### config.mk
export PLATFORM = sky130hd
export DESIGN_NAME = iobci_top
export DESIGN_NICKNAME = d
export VERILOG_FILES = /design/src/hw/iobci_pkg.sv /design/src/hw/iobci_top.sv
export SDC_FILE = /design/constraint.sdc
export NUM_CORES = 1
export LEC_CHECK = 0
export BUFFER_PORTS_ARGS = -buffer_cell sky130_fd_sc_hd__buf_2
export CAP_MARGIN = 20
export CORE_MARGIN = 3
export CORE_UTILIZATION = 45
export CTS_CLUSTER_DIAMETER = 50
export CTS_CLUSTER_SIZE = 20
export DETAILED_ROUTE_END_ITERATION = 10
export PLACE_DENSITY = 0.76
export SLEW_MARGIN = 30
export SYNTH_ARGS = -nofsm -noshare
export SYNTH_HDL_FRONTEND = slang
export SYNTH_SLANG_ARGS = --single-unit
### constraint.sdc
create_clock -name i_clk -period 3.6 [get_ports i_clk]
set_clock_uncertainty 0.15 [all_clocks]
set_input_delay 0.36 -clock i_clk [delete_from_list [all_inputs] [get_ports i_clk]]
set_output_delay 0.36 -clock i_clk [all_outputs]
set_load 0.005 [all_outputs]
### src/hw/iobci_pkg.sv
// Package: constants, types and states for the I/O bus cycle interface
package iobci_pkg;

  // --------------------------------------------------------------------
  // Widths and timing
  // --------------------------------------------------------------------
  localparam int unsigned WORD_W          = 24;
  localparam int unsigned CHAN_W          = 4;
  localparam int unsigned CHAN_MAX        = 14;
  localparam int unsigned CHAN_LOW_TOP    = 7;
  localparam int unsigned CLK_HZ          = 10_000_000;
  localparam int unsigned CA_RC_MIN_NS    = 500;
  localparam int unsigned RC_CA_MIN_CLKS  = 4;
  localparam int unsigned CLK_PERIOD_NS   = 1_000_000_000 / CLK_HZ;
  // Least time rounds up to whole cycles
  localparam int unsigned CA_RC_MIN_CLKS  =
    (CA_RC_MIN_NS + CLK_PERIOD_NS - 1) / CLK_PERIOD_NS;
  localparam int unsigned CNT_W           = 4;
  localparam int unsigned NUM_CYCLE_TYPES = 7;

  // --------------------------------------------------------------------
  // Command word field layout
  // --------------------------------------------------------------------
  localparam int unsigned CMD_CHAN_LSB = 16;
  localparam int unsigned CMD_TYPE_LSB = 20;
  localparam int unsigned CMD_TYPE_W   = 3;

  // Seven cycle types carried in the command word
  typedef enum logic [2:0] {
    IOBCI_XFER_OUT_A  = 3'h0,
    IOBCI_XFER_OUT_B  = 3'h1,
    IOBCI_TEST_STAT   = 3'h2,
    IOBCI_CLR_TEST    = 3'h3,
    IOBCI_TEST_SRVREQ = 3'h4,
    IOBCI_TERMINATE   = 3'h5,
    IOBCI_XFER_IN     = 3'h6
  } iobci_cyc_e;

  // Cycle sequencer states, one-hot
  typedef enum logic [3:0] {
    IOBCI_ST_IDLE    = 4'h1,
    IOBCI_ST_PHASE_A = 4'h2,
    IOBCI_ST_WAIT    = 4'h4,
    IOBCI_ST_RECOVER = 4'h8
  } iobci_state_e;

  // Microinstruction access request
  typedef struct packed {
    logic              cmd_wr;   // Move into command pseudo register
    logic              data_rd;  // Move data pseudo register to register
    logic              data_wr;  // Move register to data pseudo register
    logic [WORD_W-1:0] wdata;
  } iobci_req_s;

endpackage : iobci_pkg

### src/hw/iobci_top.sv
// Module: processor-side I/O bus cycle sequencer with pseudo registers
module iobci_top (
  input  wire logic                      i_clk,
  input  wire logic                      i_arst_n,
  input  wire iobci_pkg::iobci_req_s     i_req,
  input  wire logic [iobci_pkg::WORD_W-1:0] i_bus_data,
  input  wire logic                      i_service_request_line,
  output logic                           o_stall,
  output logic [iobci_pkg::WORD_W-1:0]   o_rdata,
  output logic                           o_rdata_valid,
  output logic                           o_command_active,
  output logic                           o_response_complete,
  output logic [iobci_pkg::WORD_W-1:0]   o_bus_data,
  output logic                           o_bus_data_oe,
  output logic                           o_service_pending_flag,
  output logic                           o_chan_error
);

  // --------------------------------------------------------------------
  // State
  // --------------------------------------------------------------------
  iobci_pkg::iobci_state_e              state_ff, nxt_state;
  logic [iobci_pkg::CNT_W-1:0]          cnt_ff, nxt_cnt;
  logic                                 ca_ff, nxt_ca;
  logic                                 rc_ff, nxt_rc;
  logic [iobci_pkg::WORD_W-1:0]         bus_ff, nxt_bus;
  logic                                 oe_ff, nxt_oe;
  logic [iobci_pkg::WORD_W-1:0]         rdata_ff, nxt_rdata;
  logic                                 rvalid_ff, nxt_rvalid;
  logic                                 stall_ff, nxt_stall;
  logic                                 srv_ff, nxt_srv;
  logic                                 cerr_ff, nxt_cerr;
  logic [iobci_pkg::CHAN_W-1:0]         chan;
  logic                                 data_acc;

  assign chan = i_req.wdata[iobci_pkg::CMD_CHAN_LSB +: iobci_pkg::CHAN_W];
  assign data_acc = i_req.data_rd | i_req.data_wr;

  // --------------------------------------------------------------------
  // Timing of one cycle, as seen at the ports
  // --------------------------------------------------------------------
  // Edge 0: a command move is taken while idle and not stalled.
  // Edge 0 also loads the phase spacing counter with the least
  // command to response gap, less the edge that launches the pulse.
  // Cycle 1: command_active stands with the word on the exchange.
  // Cycle 1: the exchange drive is on for exactly this one cycle.
  // Edge 1: the exchange is released so the addressed control may
  // answer; a data access seen here is stalled straight away.
  // Edges 2 to 4: the counter runs down; stall stays high while more
  // than one count is left, so it falls one edge before the take.
  // Edge 5: the data access is taken and response_complete launched.
  // Cycle 6: response_complete stands; a read shows its word and
  // the valid pulse, a write drives its word for this one cycle.
  // Edges 6 to 9: the recovery gap; a command is stalled here.
  // Edge 10: the earliest edge at which a new command is taken.
  //
  // Why the stall is registered: the microengine sees a stable level
  // for a whole cycle, at the cost of one extra stall pulse after a
  // take, which the requester ignores once it has dropped its strobe.
  //
  // Hazard: a request that is dropped while stall is still high is
  // simply lost; nothing is queued, since no buffering is wanted.
  //
  // Limitation: the sequencer does not wait for the control; a
  // control that answers later than the least spacing gives stale
  // data, so every control on the bus must answer inside it.
  //
  // Limitation: cycle types are not decoded here; all seven share
  // one timing, and the type field only rides along in the word.
  //
  // Channel fifteen cannot address a control; it is flagged but the
  // cycle still runs, so the microengine never hangs on a bad word.
  //
  // A command move while a cycle is pending is not taken until the
  // cycle has ended and its recovery gap is spent.
  //
  // A data access with no cycle pending is ignored, so a stray move
  // can never launch a response pulse onto the bus.
  //
  // Trade-off: the spacing counter is shared by both gaps, since the
  // two never overlap; this saves a counter and keeps the spacing
  // checks in one place.
  //
  // The counter width covers the larger of the two gaps at the
  // nominal clock; a faster clock needs a wider counter.

  // --------------------------------------------------------------------
  // Cycle sequencer
  // --------------------------------------------------------------------
  // Requests are held by the microengine while o_stall is high; the
  // stall is registered, so a request is taken only when stall is low.
  always_comb begin
    nxt_state  = state_ff;
    nxt_cnt    = cnt_ff;
    nxt_ca     = 1'b0;
    nxt_rc     = 1'b0;
    nxt_bus    = bus_ff;
    nxt_oe     = oe_ff;
    nxt_rdata  = rdata_ff;
    nxt_rvalid = 1'b0;
    nxt_stall  = 1'b0;
    nxt_cerr   = cerr_ff;
    if (cnt_ff != '0) begin
      nxt_cnt = cnt_ff - 1'b1;
    end
    unique case (state_ff)
      iobci_pkg::IOBCI_ST_IDLE: begin
        if (i_req.cmd_wr && !stall_ff) begin
          // Command word goes onto the exchange for phase A
          nxt_state = iobci_pkg::IOBCI_ST_PHASE_A;
          nxt_ca    = 1'b1;
          nxt_bus   = i_req.wdata;
          nxt_oe    = 1'b1;
          nxt_cerr  = (chan > iobci_pkg::CHAN_MAX[iobci_pkg::CHAN_W-1:0]);
          nxt_cnt   = iobci_pkg::CNT_W'(iobci_pkg::CA_RC_MIN_CLKS - 1);
          nxt_stall = 1'b1;
        end
      end
      iobci_pkg::IOBCI_ST_PHASE_A: begin
        // Release the exchange so the control may answer
        nxt_oe    = 1'b0;
        nxt_state = iobci_pkg::IOBCI_ST_WAIT;
        nxt_stall = data_acc;
      end
      iobci_pkg::IOBCI_ST_WAIT: begin
        if (data_acc && !stall_ff && cnt_ff == '0) begin
          nxt_rc    = 1'b1;
          nxt_state = iobci_pkg::IOBCI_ST_RECOVER;
          nxt_cnt   = iobci_pkg::CNT_W'(iobci_pkg::RC_CA_MIN_CLKS);
          nxt_stall = 1'b1;
          if (i_req.data_wr) begin
            nxt_bus = i_req.wdata;
            nxt_oe  = 1'b1;
          end else begin
            nxt_rdata  = i_bus_data;
            nxt_rvalid = 1'b1;
          end
        end else if (data_acc && cnt_ff > 1) begin
          nxt_stall = 1'b1;
        end
      end
      iobci_pkg::IOBCI_ST_RECOVER: begin
        nxt_oe = 1'b0;
        // Hold off a new command until the recovery gap is spent
        nxt_stall = i_req.cmd_wr && (cnt_ff > 1);
        if (cnt_ff <= 1) begin
          nxt_state = iobci_pkg::IOBCI_ST_IDLE;
        end
      end
      default: begin
        nxt_state = iobci_pkg::IOBCI_ST_IDLE;
        nxt_oe    = 1'b0;
      end
    endcase
  end

  always_ff @(posedge i_clk or negedge i_arst_n) begin
    if (!i_arst_n) begin
      state_ff  <= iobci_pkg::IOBCI_ST_IDLE;
      cnt_ff    <= '0;
      ca_ff     <= 1'b0;
      rc_ff     <= 1'b0;
      bus_ff    <= '0;
      oe_ff     <= 1'b0;
      rdata_ff  <= '0;
      rvalid_ff <= 1'b0;
      stall_ff  <= 1'b0;
      cerr_ff   <= 1'b0;
    end else begin
      state_ff  <= nxt_state;
      cnt_ff    <= nxt_cnt;
      ca_ff     <= nxt_ca;
      rc_ff     <= nxt_rc;
      bus_ff    <= nxt_bus;
      oe_ff     <= nxt_oe;
      rdata_ff  <= nxt_rdata;
      rvalid_ff <= nxt_rvalid;
      stall_ff  <= nxt_stall;
      cerr_ff   <= nxt_cerr;
    end
  end

  // --------------------------------------------------------------------
  // Service pending condition bit
  // --------------------------------------------------------------------
  // Level mirror; one clock of latency, no latching needed
  always_comb begin
    nxt_srv = i_service_request_line;
  end

  always_ff @(posedge i_clk or negedge i_arst_n) begin
    if (!i_arst_n) begin
      srv_ff <= 1'b0;
    end else begin
      srv_ff <= nxt_srv;
    end
  end

  assign o_stall                = stall_ff;
  assign o_rdata                = rdata_ff;
  assign o_rdata_valid          = rvalid_ff;
  assign o_command_active       = ca_ff;
  assign o_response_complete    = rc_ff;
  assign o_bus_data             = bus_ff;
  assign o_bus_data_oe          = oe_ff;
  assign o_service_pending_flag = srv_ff;
  assign o_chan_error           = cerr_ff;

endmodule : iobci_top

==> impl_metrics.toml <==
[run_status]
outcome = "complete, but fails checks"
violations = "negative hold slack"

[yosys]
synth_xor_area_frac = 0.003418
syn-instance-count = 176
synthMuxAreaShare = 0.2148
syn_nets = 233
synth-edff-count = 0
synth-simple-area-share = 0.06885
yosys_most_used_dff = "dfrtp_1"
synth_area_leaders = "dfrtp_1 (61%), mux2_2 (21%), buf_6 (2.2%)"
ys_warn_count = 0
yosysUniqueCellTypes = 32
synth_top_area_cell = "dfrtp_1"
synth_compound_area_frac = 0.05029
yosysTopAreaCellShare = 0.6055
synth_top_family_by_area = "multiplexers"
async_flop_share = 1.000
synthAdderAreaFrac = 0.01465
netlist_area_mm2 = 0.002562
yosysSeqAreaShare = 0.6157
synth-seq-cells = 63
syn_area_per_cell_um2 = 14.56

[floorplan]
die_y_um = 81.46
start_util = 0.4832
core-area_mm2 = 0.005303
row_count = 26
fp.dieW_um = 81.46
die_area_mm2 = 0.006636
ios = 109

[sta]
post-route-period-util = 0.7697
hold_viol_final = 19
drv_slew = 0
rsz0062_at_grt = "no"
layout_setup_ws_ns = 0.8290
fin_setup_tns_ns = 0
fin_crit_ns = 2.771
relSlewSlack = 0.4432
max_freq_ghz = 0.3609
tightestPinTransition_ns = 0.8352
setup_viol = 0
holdWs_ns = -0.008054

[power]
max-vdd-ir-drop_v = 0.0004135
leakage_nw = 1.715
p_sw_frac = 0.2956
pwr-share-seq = 0.457
finalPower_w = 0.002354
comb_power_share = 0.325
power_density_mw_per_mm2 = 707.5
intPower_w = 0.001658
clkPwrFrac = 0.218
power_switching_w = 0.0006959

[place]
gp_congestion = 0.8005
port_buffers = 108
place_ws_ns = 0.8247
dpl_cell_area_mm2 = 0.003153
dp_hpwl_um = 3682

[cts]
cts-root-buf = "clkbuf_8"
cts_buffers = 9
post_cts_buffers = 0
cts_resized = 0
ctsLongestPathBuffers = 2
clkLatencyLatePin_ns = 0.32
cts_max_level = 3
cts_sinks = 63
path_clk_slew_ns = 0.06
cts_tree = "built"

[grt]
grt_pass1_wl_um = 8010
track_usage = 0.1624
grt_max_degree = 40
grt_pass1_vias = 1736
grt_antenna_before_repair = 0
grt.overflow.total = 0

[run]
cap_viol_max_count = 0

[detailed_routing]
drc = 0
initialDrtViolationCount = 43
dr_total_vias = 1769
detail-route-antenna-nets = 0
drt-total-wl_um = 4996
dr.pass1.iters = 2
routed_via_density = 4.833
post_drt_wl_per_cell_um = 13.65

[setup_path]
critPathArrivalTime_ns = 2.83
critical_path_buf_inv_count = 2
slowest_delay_ns = 0.53
critPathMaxFanout = 24
path_cells = "inv_1, ha_1, or3b_4, or3_1, o21ai_4, buf_4, mux2_2"
start_kind = "flop"
crit_family = "simple AND/OR/NAND/NOR gates"
critPathRequiredTime_ns = 3.66
critPathSlowestCell = "or3_1"
crit_type = "reg2reg"
worstSetupEndpointType = "flop"

[final_layout]
syn2layout_area_growth_pct = 29.83
layout_common_cells = "buf_2 (108), dfrtp_1 (62), mux2_2 (48)"
diodes = 0
final_nets = 350
final_common_cell = "buf_2"
drive_gt1_frac = 0.5946
stdcell_area_mm2 = 0.003327
final_util = 0.6274

[hold_path]
hold_path_class = "in2async"
## cell families after synthesis
| group | Yosys count |
|---|---|
| flip-flops | 63 |
| multiplexers | 49 |
| AND/OR/NAND/NOR | 30 |
| AO/OA/AOI/OAI | 18 |
| buffers and inverters | 12 |
| adder cells (fa/ha/maj) | 3 |
| XOR/XNOR | 1 |
## state kept, by name (all words and copies together) (netlist names)
register / count
o_bus_data: 24
o_rdata: 24
cnt_ff: 4
state_ff: 4
o_bus_data_oe: 1
o_chan_error: 1
o_command_active: 1
o_rdata_valid: 1
o_response_complete: 1
o_service_pending_flag: 1
o_stall: 1
## layer usage
metal  part of all wire  up-vias  track usage
li1                   -      853            -
met2               0.43       86       0.2337
met5                  0        -            0
met4              0.014        0      0.08108
met1               0.44      822       0.2105
met3               0.12        8      0.06798
## synth_stat cells (2+ instances only)
cell type and number:
o21a_1 2, nor2b_1 2, nand2_1 4, or3_1 4, buf_6 5, inv_1 6, nor3_1 3, ha_1 3
o21ai_0 4, nor4b_1 2, dfrtp_1 62, mux2_2 48, a21oi_1 4, nor2_1 8, nand2b_1 2
## worst reg2reg max path, cell delays in order, from the launching register on
cell and delay (ns):
dfrtp_1 0.41, inv_1 0.09, ha_1 0.18, or3b_4 0.41
or3_1 0.53, o21ai_4 0.19, buf_4 0.31, mux2_2 0.39
## metrics by stage
step | hold WS (ns) | instances
floorplan | -0.08559 | 176
global placement | 0.3102 | 351
detailed placement | 0.3248 | 351
CTS | 0.006779 | 366
global route | 0.04704 | 366
finish | -0.008054 | 366
## final cells by class
class,count,area (µm²)
clock buffers,13,158.9
multi-input cells,101,902.1
flip-flops and latches,63,1578
fillers,450,1976
inverters,6,22.52
repair buffers,112,573.1
clock inverters,1,5.005
well taps,70,87.58
## final timing paths
check | slack [ns] | end | startpoint | cells after the start
setup / recovery | 0.83 | o_bus_data[0] | cnt_ff[0] | 7
hold / removal | -0.008 | o_rdata[15] | i_arst_n | 1
hold reg to reg | 0.33 | o_chan_error | o_chan_error | 2
max in group asynchronous | 2.49 | o_bus_data[9] | i_arst_n | 2
setup reg to reg | 0.83 | o_bus_data[0] | cnt_ff[0] | 7
min in group i_clk | 0.11 | o_rdata[13] | i_bus_data[13] | 2
## power by group through the flow
stage | Clock, W | Sequential, W | Combinational (W)
2_1_floorplan | 0 | 0.00109 | 0.000461
3_3_place_gp | 0 | 0.00108 | 0.000750
3_5_place_dp | 0 | 0.00108 | 0.000780
4_1_cts | 0.000532 | 0.00108 | 0.000781
5_1_grt | 0.000573 | 0.00111 | 0.000849
6_report | 0.000513 | 0.00108 | 0.000765
## repair_timing
item,in CTS,in global routing
hold buffers,1,0
endpoints found under the setup margin,0,0
hold endpoints to repair,1,0
(Power assumes the default switching activity.)
